$ cat config.mk
export PLATFORM = sky130hd
export DESIGN_NAME = usb_pd_bmc_phy
export DESIGN_NICKNAME = d
export VERILOG_FILES = /design/src/bmc_phy_pkg.sv /design/src/usb_pd_bmc_phy.sv /design/src/bmc_encoder.sv /design/src/bmc_decoder.sv
export SDC_FILE = /design/constraint.sdc
export NUM_CORES = 1
export LEC_CHECK = 0
export BUFFER_PORTS_ARGS = -buffer_cell sky130_fd_sc_hd__buf_2
export CAP_MARGIN = 10
export CORE_UTILIZATION = 60
export DETAILED_ROUTE_END_ITERATION = 7
export HOLD_SLACK_MARGIN = 0.02
export PLACE_DENSITY_LB_ADDON = 0.1
export SLEW_MARGIN = 0
export SYNTH_ARGS = -nofsm -noshare
export SYNTH_HDL_FRONTEND = slang
export SYNTH_HIERARCHICAL = 1
export SYNTH_SLANG_ARGS = --single-unit
$ cat constraint.sdc
create_clock -name core_clk -period 3.1 [get_ports core_clk]
set_input_delay 0.155 -clock core_clk [delete_from_list [all_inputs] [get_ports core_clk]]
set_output_delay 0.155 -clock core_clk [all_outputs]
set_load 0.02 [all_outputs]
$ cat src/bmc_phy_pkg.sv
package bmc_phy_pkg;

	// Core clock rate and link timing, in their own units
	localparam int CLK_MHZ = 100;
	localparam int BIT_NS  = 3333;	// Nominal unit interval at 300 kbit/s
	localparam int IDLE_NS = 12000;	// No edge for this long means bus idle
	localparam int CW      = 12;

	// Cycle counts derived from the times above
	localparam logic [CW-1:0] UI_LAST   = CW'(BIT_NS * CLK_MHZ / 1000 - 1);
	localparam logic [CW-1:0] HALF_LAST = CW'(BIT_NS * CLK_MHZ / 2000 - 1);
	// Edge gaps below three quarters of a bit count as half-bit gaps
	localparam logic [CW-1:0] SHORT_MAX = CW'(BIT_NS * CLK_MHZ * 3 / 4000);
	// Idle time is a least time: round up
	localparam logic [CW-1:0] IDLE_CYC  = CW'((IDLE_NS * CLK_MHZ + 999) / 1000);
	localparam logic [CW-1:0] CNT_MAX   = 12'hfff;

	// Advertised pull-up current levels
	localparam logic [1:0] RP_DEFAULT = 2'h0;
	localparam logic [1:0] RP_1P5     = 2'h1;
	localparam logic [1:0] RP_3P0     = 2'h2;

	// Comparator reference selections
	localparam logic [2:0] REF_SINK    = 3'h0;
	localparam logic [2:0] REF_SRC_DEF = 3'h1;
	localparam logic [2:0] REF_SRC_1P5 = 3'h2;
	localparam logic [2:0] REF_SRC_3P0 = 3'h3;

	typedef enum logic [3:0] {
		ENC_IDLE = 4'h1,
		ENC_LEAD = 4'h2,
		ENC_BIT  = 4'h4,
		ENC_TAIL = 4'h8
	} enc_phase_t;

	typedef struct packed {
		logic valid;
		logic value;
		logic last;
	} tx_req_t;

	typedef struct packed {
		logic valid;
		logic value;
	} rx_bit_t;

	typedef struct packed {
		logic drive;
		logic level;
	} line_drive_t;

	typedef struct packed {
		enc_phase_t  phase;
		logic [CW-1:0] cnt;
		line_drive_t line;
		logic        cur_value;
		logic        cur_last;
		logic        ready;
	} enc_state_t;

	typedef struct packed {
		logic          prev;
		logic          active;
		logic          half_seen;
		logic          idle;
		logic [CW-1:0] cnt;
		rx_bit_t       rx;
	} dec_state_t;

	typedef struct packed {
		logic [1:0] cc_s1;
		logic [1:0] cc_s2;
		logic [1:0] ovp_s1;
		logic [1:0] ovp_s2;
		logic       connected;
		logic       orient;
		logic [1:0] pin_out;
		logic [1:0] pin_oe_n;
		logic [2:0] ref_sel;
		logic       tx_off;
	} top_state_t;

	// Saturating counter step
	function automatic logic [CW-1:0] cnt_inc(input logic [CW-1:0] c);
		cnt_inc = (c == CNT_MAX) ? c : c + CW'(1);
	endfunction

endpackage

$ cat src/usb_pd_bmc_phy.sv
`timescale 1ns/100ps
// Summary of operation
// [RL1] Every bit cell starts with a line edge and a one adds a second edge at mid-cell.
// [RL2] The coded line stays near balanced, never flat longer than one bit.
// [RL3] A transmission opens by driving the line low before any coded edge.
// [RL4] The far receiver copes with losing the first edge of a frame.
// [RL5] After the final bit a closing edge lets the receiver take that bit.
// [RL6] The driver overrides the pin bias while sending and floats the pin otherwise.
// [RL7] Send and receive use only one pin of the channel pair.
// [RL8] The pin in use is fixed for the whole connection and never swapped in it.
// [RL9] A squelch output reports bus idle from the pin whoever drives it.
// [RL10] As source the comparator reference follows the advertised pull-up current.
// [RL11] As sink the comparator reference takes the sink detection set.
// [RL12] Overvoltage on either channel pin disables the transmitter.
// [RL13] The receiver times edge gaps, a mid-cell edge meaning one and none meaning zero.
module usb_pd_bmc_phy
	import bmc_phy_pkg::*;
(
	input  wire logic       core_clk,
	input  wire logic       rst_n,
	input  wire tx_req_t    tx_req,
	output      logic       tx_ready,
	output      logic       tx_disabled,
	output      rx_bit_t    rx_bit,
	output      logic       bus_idle,
	input  wire logic       cfg_channel_pin_one_in,
	output      logic       cfg_channel_pin_one_out,
	output      logic       cfg_channel_pin_one_oe_n,
	input  wire logic       cfg_channel_pin_two_in,
	output      logic       cfg_channel_pin_two_out,
	output      logic       cfg_channel_pin_two_oe_n,
	input  wire logic       ovp_pin_one,
	input  wire logic       ovp_pin_two,
	input  wire logic       attached,
	input  wire logic       orient_pin_two,
	input  wire logic       role_source,
	input  wire logic [1:0] advertised_pullup_current,
	output      logic [2:0] detect_compare_reference
);

	top_state_t  s_reg;
	top_state_t  s_next;
	line_drive_t enc_line;
	logic        tx_abort;
	logic        rx_line;

	// Comparator reference for the present role
	function automatic logic [2:0] ref_select(input logic src, input logic [1:0] rp);
		if (!src) begin
			ref_select = REF_SINK;
		end else if (rp == RP_3P0) begin
			ref_select = REF_SRC_3P0;
		end else if (rp == RP_1P5) begin
			ref_select = REF_SRC_1P5;
		end else begin
			ref_select = REF_SRC_DEF;
		end
	endfunction

	// Transmit only when connected and free of overvoltage
	assign tx_abort = s_reg.tx_off;
	// Receiver watches only the mated pin [RL7]
	assign rx_line  = s_reg.orient ? s_reg.cc_s2[1] : s_reg.cc_s2[0];

	bmc_encoder u_encoder (
		.core_clk (core_clk),
		.rst_n    (rst_n),
		.tx_req   (tx_req),
		.tx_abort (tx_abort),
		.tx_ready (tx_ready),
		.line     (enc_line)
	);

	bmc_decoder u_decoder (
		.core_clk (core_clk),
		.rst_n    (rst_n),
		.line_in  (rx_line),
		.rx_bit   (rx_bit),
		.bus_idle (bus_idle)
	);

	// Synchronisers, orientation hold and pin steering
	always_comb begin
		s_next        = s_reg;
		// Pins and comparator flags are asynchronous: two stages each
		s_next.cc_s1  = {cfg_channel_pin_two_in, cfg_channel_pin_one_in};
		s_next.cc_s2  = s_reg.cc_s1;
		s_next.ovp_s1 = {ovp_pin_two, ovp_pin_one};
		s_next.ovp_s2 = s_reg.ovp_s1;
		s_next.connected = attached;
		// Orientation is taken only while no connection stands [RL8]
		if (!s_reg.connected) begin
			s_next.orient = orient_pin_two;
		end
		s_next.tx_off = (|s_reg.ovp_s2) || !s_reg.connected;	// [RL12]
		// Drive only the mated pin; the other always floats [RL7] [RL6]
		s_next.pin_out  = '0;
		s_next.pin_oe_n = 2'h3;
		// Connection gate too, so the pin never moves while orientation is retaken
		if (enc_line.drive && !s_reg.tx_off && s_reg.connected) begin
			if (s_reg.orient) begin
				s_next.pin_out[1]  = enc_line.level;
				s_next.pin_oe_n[1] = 1'b0;
			end else begin
				s_next.pin_out[0]  = enc_line.level;
				s_next.pin_oe_n[0] = 1'b0;
			end
		end
		s_next.ref_sel = ref_select(role_source, advertised_pullup_current);	// [RL10] [RL11]
	end

	// State register
	always_ff @(posedge core_clk) begin
		if (!rst_n) begin
			s_reg          <= '0;
			s_reg.pin_oe_n <= 2'h3;
			s_reg.tx_off   <= 1'b1;
			// Synchronisers start at the bias level: no false edge after reset
			s_reg.cc_s1    <= 2'h3;
			s_reg.cc_s2    <= 2'h3;
		end else begin
			s_reg <= s_next;
		end
	end

	// Outputs straight from the state register
	assign cfg_channel_pin_one_out  = s_reg.pin_out[0];
	assign cfg_channel_pin_two_out  = s_reg.pin_out[1];
	assign cfg_channel_pin_one_oe_n = s_reg.pin_oe_n[0];
	assign cfg_channel_pin_two_oe_n = s_reg.pin_oe_n[1];
	assign detect_compare_reference = s_reg.ref_sel;
	assign tx_disabled              = s_reg.tx_off;

	a_one_pin_only: assert property (@(posedge core_clk) disable iff (!rst_n)	// [RL7]
		!(!cfg_channel_pin_one_oe_n && !cfg_channel_pin_two_oe_n))
		else $error("both channel pins driven");
	a_drive_follows_orient: assert property (@(posedge core_clk) disable iff (!rst_n)	// [RL7]
		!cfg_channel_pin_one_oe_n |-> !s_reg.orient)
		else $error("unmated pin driven");
	a_drive_pin_two: assert property (@(posedge core_clk) disable iff (!rst_n)	// [RL7]
		!cfg_channel_pin_two_oe_n |-> s_reg.orient)
		else $error("pin two driven while pin one is mated");
	a_float_out_low: assert property (@(posedge core_clk) disable iff (!rst_n)	// [RL6]
		!(cfg_channel_pin_one_oe_n && cfg_channel_pin_one_out)
		&& !(cfg_channel_pin_two_oe_n && cfg_channel_pin_two_out))
		else $error("floating pin carries a driven level");
	a_orient_hold: assert property (@(posedge core_clk) disable iff (!rst_n)	// [RL8]
		(s_reg.connected && $past(s_reg.connected)) |-> $stable(s_reg.orient))
		else $error("orientation changed during connection");
	// Blocked flag one cycle after the synced flag, pins float one cycle later
	a_ovp_cutoff: assert property (@(posedge core_clk) disable iff (!rst_n)	// [RL12]
		(|s_reg.ovp_s2) |=> tx_disabled
		##1 (cfg_channel_pin_one_oe_n && cfg_channel_pin_two_oe_n))
		else $error("driver still on after overvoltage");
	a_ref_sink: assert property (@(posedge core_clk) disable iff (!rst_n)	// [RL11]
		!role_source |=> detect_compare_reference == REF_SINK)
		else $error("sink role without sink thresholds");
	a_ref_source: assert property (@(posedge core_clk) disable iff (!rst_n)	// [RL10]
		(role_source && advertised_pullup_current == RP_3P0)
		|=> detect_compare_reference == REF_SRC_3P0)
		else $error("source threshold does not track pull-up level");
	a_ref_source_mid: assert property (@(posedge core_clk) disable iff (!rst_n)	// [RL10]
		(role_source && advertised_pullup_current == RP_1P5)
		|=> detect_compare_reference == REF_SRC_1P5)
		else $error("source threshold does not track middle pull-up level");

endmodule // usb_pd_bmc_phy

$ cat src/bmc_encoder.sv
`timescale 1ns/100ps
module bmc_encoder
	import bmc_phy_pkg::*;
(
	input  wire logic        core_clk,
	input  wire logic        rst_n,
	input  wire tx_req_t     tx_req,
	input  wire logic        tx_abort,
	output      logic        tx_ready,
	output      line_drive_t line
);

	enc_state_t s_reg;
	enc_state_t s_next;
	logic       take;

	assign take     = tx_req.valid && s_reg.ready;
	assign tx_ready = s_reg.ready;
	assign line     = s_reg.line;

	// Bit timing and edge placement; no flat run beyond one cell [RL2]
	always_comb begin
		s_next     = s_reg;
		s_next.cnt = cnt_inc(s_reg.cnt);
		case (s_reg.phase)
			ENC_IDLE: begin
				s_next.cnt  = '0;
				s_next.line = '0;
				if (take) begin
					s_next.phase      = ENC_LEAD;
					s_next.line.drive = 1'b1;	// [RL6]
					s_next.line.level = 1'b0;	// Lead half-cell opens low [RL3]
					s_next.cur_value  = tx_req.value;
					s_next.cur_last   = tx_req.last;
				end
			end
			ENC_LEAD: begin
				if (s_reg.cnt == HALF_LAST) begin
					s_next.phase      = ENC_BIT;
					s_next.cnt        = '0;
					s_next.line.level = ~s_reg.line.level;	// First bit edge [RL1]
				end
			end
			ENC_BIT: begin
				// Mid-cell edge only for a one [RL1]
				if (s_reg.cnt == HALF_LAST && s_reg.cur_value) begin
					s_next.line.level = ~s_reg.line.level;
				end
				if (s_reg.cnt == UI_LAST) begin
					// Next cell edge, or the closing edge after the last bit [RL1] [RL5]
					s_next.line.level = ~s_reg.line.level;
					s_next.cnt        = '0;
					if (!s_reg.cur_last && take) begin
						s_next.cur_value = tx_req.value;
						s_next.cur_last  = tx_req.last;
					end else begin
						// Underrun closes the frame like a last bit
						s_next.phase = ENC_TAIL;
					end
				end
			end
			ENC_TAIL: begin
				// Hold the closing level half a cell, then let the bias return [RL6]
				if (s_reg.cnt == HALF_LAST) begin
					s_next.phase = ENC_IDLE;
					s_next.cnt   = '0;
					s_next.line  = '0;
				end
			end
			default: begin
				s_next.phase = ENC_IDLE;
				s_next.cnt   = '0;
				s_next.line  = '0;
			end
		endcase
		// Abort drops the driver at once, mid-bit if need be [RL12]
		if (tx_abort) begin
			s_next.phase = ENC_IDLE;
			s_next.cnt   = '0;
			s_next.line  = '0;
		end
		// Ready is set a cycle ahead so the handshake stays registered
		s_next.ready = !tx_abort && ((s_next.phase == ENC_IDLE) ||
			(s_next.phase == ENC_BIT && s_next.cnt == UI_LAST && !s_next.cur_last));
	end

	// State register
	always_ff @(posedge core_clk) begin
		if (!rst_n) begin
			s_reg       <= '0;
			s_reg.phase <= ENC_IDLE;
		end else begin
			s_reg <= s_next;
		end
	end

	// Current flat run while driving, for the balance check
	logic [CW-1:0] run_reg;
	always_ff @(posedge core_clk) begin
		if (!rst_n || !s_reg.line.drive || s_reg.line.level != s_next.line.level) begin
			run_reg <= '0;
		end else begin
			run_reg <= cnt_inc(run_reg);
		end
	end

	a_lead_low: assert property (@(posedge core_clk) disable iff (!rst_n)	// [RL3]
		$rose(s_reg.line.drive) |-> !s_reg.line.level)
		else $error("driver did not open low");
	a_mid_edge_one: assert property (@(posedge core_clk) disable iff (!rst_n)	// [RL1]
		(s_reg.phase == ENC_BIT && s_reg.cnt == HALF_LAST && !tx_abort)
		|=> (s_reg.line.level != $past(s_reg.line.level)) == $past(s_reg.cur_value))
		else $error("mid-cell edge does not match bit value");
	a_closing_edge: assert property (@(posedge core_clk) disable iff (!rst_n)	// [RL5]
		(s_reg.phase == ENC_BIT && s_reg.cnt == UI_LAST && s_reg.cur_last && !tx_abort)
		|=> s_reg.phase == ENC_TAIL && s_reg.line.level != $past(s_reg.line.level))
		else $error("no closing edge after last bit");
	a_flat_run: assert property (@(posedge core_clk) disable iff (!rst_n)	// [RL2]
		run_reg <= UI_LAST)
		else $error("line held flat longer than one bit");
	a_release_idle: assert property (@(posedge core_clk) disable iff (!rst_n)	// [RL6]
		s_reg.phase == ENC_IDLE |-> !s_reg.line.drive)
		else $error("driver on while idle");

endmodule // bmc_encoder

$ cat src/bmc_decoder.sv
`timescale 1ns/100ps
module bmc_decoder
	import bmc_phy_pkg::*;
(
	input  wire logic    core_clk,
	input  wire logic    rst_n,
	input  wire logic    line_in,
	output      rx_bit_t rx_bit,
	output      logic    bus_idle
);

	dec_state_t s_reg;
	dec_state_t s_next;
	logic       edge_seen;

	assign edge_seen = line_in ^ s_reg.prev;
	assign rx_bit    = s_reg.rx;
	assign bus_idle  = s_reg.idle;

	// Gap timing between edges; a first edge only starts the clock
	always_comb begin
		s_next          = s_reg;
		s_next.prev     = line_in;
		s_next.rx.valid = 1'b0;
		s_next.cnt      = cnt_inc(s_reg.cnt);
		if (edge_seen) begin
			s_next.cnt    = '0;
			s_next.idle   = 1'b0;	// [RL9]
			s_next.active = 1'b1;
			if (s_reg.active) begin
				if (s_reg.cnt < SHORT_MAX) begin
					// Two half gaps make a one [RL13]
					if (s_reg.half_seen) begin
						s_next.rx.valid  = 1'b1;
						s_next.rx.value  = 1'b1;
						s_next.half_seen = 1'b0;
					end else begin
						s_next.half_seen = 1'b1;
					end
				end else begin
					// A full gap is a zero; a stray half is dropped [RL13]
					s_next.rx.valid  = 1'b1;
					s_next.rx.value  = 1'b0;
					s_next.half_seen = 1'b0;
				end
			end
		end else if (s_reg.cnt >= IDLE_CYC) begin
			// Quiet line: report idle and rearm for a fresh lock [RL9]
			s_next.idle      = 1'b1;
			s_next.active    = 1'b0;
			s_next.half_seen = 1'b0;
		end
	end

	// State register
	always_ff @(posedge core_clk) begin
		if (!rst_n) begin
			s_reg      <= '0;
			s_reg.idle <= 1'b1;
			s_reg.prev <= 1'b1;	// Bias level, so no false edge follows reset
		end else begin
			s_reg <= s_next;
		end
	end

	a_first_edge_mute: assert property (@(posedge core_clk) disable iff (!rst_n)	// [RL13]
		(edge_seen && !s_reg.active) |=> !s_reg.rx.valid)
		else $error("bit emitted on first edge");
	a_long_gap_zero: assert property (@(posedge core_clk) disable iff (!rst_n)	// [RL13]
		(edge_seen && s_reg.active && s_reg.cnt >= SHORT_MAX)
		|=> s_reg.rx.valid && !s_reg.rx.value)
		else $error("full gap not decoded as zero");
	a_half_pair_one: assert property (@(posedge core_clk) disable iff (!rst_n)	// [RL13]
		(edge_seen && s_reg.active && s_reg.cnt < SHORT_MAX && s_reg.half_seen)
		|=> s_reg.rx.valid && s_reg.rx.value)
		else $error("two half gaps not decoded as one");
	a_idle_timeout: assert property (@(posedge core_clk) disable iff (!rst_n)	// [RL9]
		(s_reg.cnt >= IDLE_CYC && !edge_seen) |=> s_reg.idle)
		else $error("idle not reported after quiet time");

endmodule // bmc_decoder

==> results.cfg <==
[synthesis]
synth-seq-cells = 56
yosysWarnings = 6
syn-cell-area_mm2 = 0.002843
synthCells = 321
yosysSeqAreaShare_pct = 39.44
synth_area_leaders = dfxtp_1, nor2_1, nand3_1, ha_1, and3_1
synth_fp_nets = 342
synth_top_flop_cell = dfxtp_1
synth.distinct_cells = 66
synth.top_cell.area_share_pct = 39.44
postSynthAreaPerCell_um2 = 8.856
synth-async-reset-ratio_pct = 0
yosysTopAreaCell = dfxtp_1
synth_edf_count = 0

[worst_hold_path]
holdCritPathClass = primary input to flop

[critical_path]
critical_path_class = flop to flop
path_delay_family = simple AND/OR/NAND/NOR gates
critPathMaxStageDelay_ns = 0.55
startpoint_type = flop
cp_slowest_cell = or4_4
crit_fanout = 12
critPathBufInv = 1
cp.required_ns = 3.31
worstPathCellList = inv_2 > or4_4 > a21oi_4 > nand3_1 > a311oi_1
end_kind = flop
crit_arrival_ns = 2.31

[grt]
antenna_found_initial = 0
grt_pass1_wl_mm = 9.101
grt_usage_pct = 22.85
grt_pass1_vias = 2113
grt_max_degree = 26
gr-total-overflow = 0

[drt]
wire_per_inst_um = 14.15
via_count = 2270
drc_errors = 0
vias_per_cell = 5.942
wirelength_mm = 5.407
drt_pass1_iterations = 6
ant_nets = 0
drt_iter0_markers = 170

[placement]
port_buffers = 24
gp_congestion = 0.8749
dpl.hpwl_mm = 3.864
placed_cells = 373

[status]
status = completed

[clock_tree]
cts_tree = built
clk_path_buf_depth = 2
clock-sinks = 56
cts_made_buffers = 5
root_buffer = clkbuf_8
htreeDepth = 2
cts-resized-gates = 0
clk_pin_slew_ns = 0.10
clk_latency_ns = 0.31

[floorplan]
fp.dieArea_mm2 = 0.005017
core_area_mm2 = 0.004444
die_h_um = 70.83
initial_utilization_pct = 63.96
rows = 24
ioPinCount = 26
fp.dieW_um = 70.83

[layout]
diodes = 0
largest_register_ff_count = 18
final_common_cell = dfxtp_1
final_cell_mix = dfxtp_1, nor2_1, buf_2, nand3_1, nand2_1
drive_gt1_share_pct = 16.36
instances_no_fill = 382
finalNetCount = 350
area_growth_pct = 5.018

[sta]
post-route-period-util_pct = 67.67
rsz0062_at_grt = false
setup_viol = 0
layout_min_cycle_time_ns = 2.098
hold_viol = 0
max_freq_mhz = 476.7
finClkSkew_ns = 0.006452
relSlewSlack_pct = 58.54
tns_ns = 0
drv_slew = 0
worst_slew_pin_slew_ns = 0.6132

[flow_run]
cap_violations = 0

[power_and_ir_drop]
vdd.ir_drop.worst_mv = 0.3219
powerDensity_mw_per_mm2 = 411.9
leakagePower_uw = 0.001114
logic make-up after synthesis:
| kind of cell | count (synthesis) | synth area share, % |
|---|---|---|
| simple gates | 146 | 29.89 |
| compound gates | 56 | 13.91 |
| mux | 7 | 2.509 |
| buf+inv | 33 | 6.426 |
| flops | 56 | 39.44 |
| fa+ha+maj | 7 | 3.081 |
| other cells | 1 | 0.1319 |
| xor+xnor | 15 | 4.622 |
Yosys cell counts (2+ instances only):
| cell | number |
|---|---|
| and2_2 | 5 |
| and3_1 | 13 |
| nand4_1 | 10 |
| buf_6 | 2 |
| o21ai_0 | 9 |
| a311oi_1 | 2 |
| nand2_1 | 17 |
| mux2i_1 | 6 |
| nor3_1 | 6 |
| nor4bb_1 | 2 |
| a31oi_1 | 4 |
| o21a_1 | 3 |
| a211oi_1 | 4 |
| nand3_1 | 21 |
| nand4b_1 | 2 |
| o22ai_1 | 2 |
| dfxtp_1 | 56 |
| a21o_1 | 3 |
| inv_1 | 8 |
| nor4b_1 | 2 |
| and4_1 | 4 |
| buf_2 | 7 |
| nor2b_1 | 3 |
| buf_4 | 9 |
| o211ai_1 | 2 |
| nor2_1 | 31 |
| ha_1 | 7 |
| xnor2_1 | 9 |
| clkbuf_1 | 5 |
| nand2b_1 | 13 |
| a22oi_1 | 2 |
| xor2_1 | 6 |
| a21oi_1 | 12 |
| a21oi_2 | 2 |
worst paths after layout:
check / startpoint / endpoint / slack [ns] / cells past startpoint
worst min register to register: s_next[14] / s_reg[14] / 0.42 / 1
worst min-delay path: cfg_channel_pin_two_in / s_next[15] / 0.04 / 2
worst max-delay path: u_encoder/s_reg[20] / u_encoder/s_reg[13] / 1.00 / 5
worst max register to register: u_encoder/s_reg[20] / u_encoder/s_reg[13] / 1.00 / 5
where the power goes:
| group | total (µW) | internal (µW) | switching [µW] |
|---|---|---|---|
| combinational | 63.6 | 28.9 | 34.7 |
| sequential | 747 | 735 | 12.4 |
| clock | 419 | 183 | 236 |
| total | 1230 | 947 | 283 |
metal layers:
metal  track usage, %  vias to the layer above  wire length (µm)
met2            40.60                       68              2596
met4            9.111                        0               127
met5                0                        -                 0
met3            4.558                       11               249
met1            27.05                     1048              2432
li1                 -                     1143                 -
cell type report:
cell class | count | area (µm²)
inverter | 9 | 33.78
tap | 52 | 65.06
timing repair buffer | 25 | 130.1
fill | 385 | 1459
clock inverter | 2 | 13.76
clock buffer | 6 | 82.58
multi-input combinational | 232 | 1539
sequential | 56 | 1121
per-stage QoR:
step           area [µm²]  worst slack (ns)  util [%]  hold slack, ns  power, µW
2_1_floorplan        2843             1.431         -          0.2281      806.5
3_3_place_gp         2879             1.070     64.78          0.3357      824.5
3_5_place_dp         2879             1.038     64.78          0.3426      826.9
4_1_cts              2985            0.9944     67.17         0.03560       1247
5_1_grt              2985            0.8239     67.17         0.03917       1278
6_report             2985             1.002     67.17         0.04280       1230
timing repair:
item | in CTS | in global routing
hold buffers | 1 | 0
hold endpoints to repair | 1 | 0
buffers inserted | 0 | 0
endpoints found under the setup margin | 0 | 0
No activity file was read; power rests on OpenSTA's default activity.
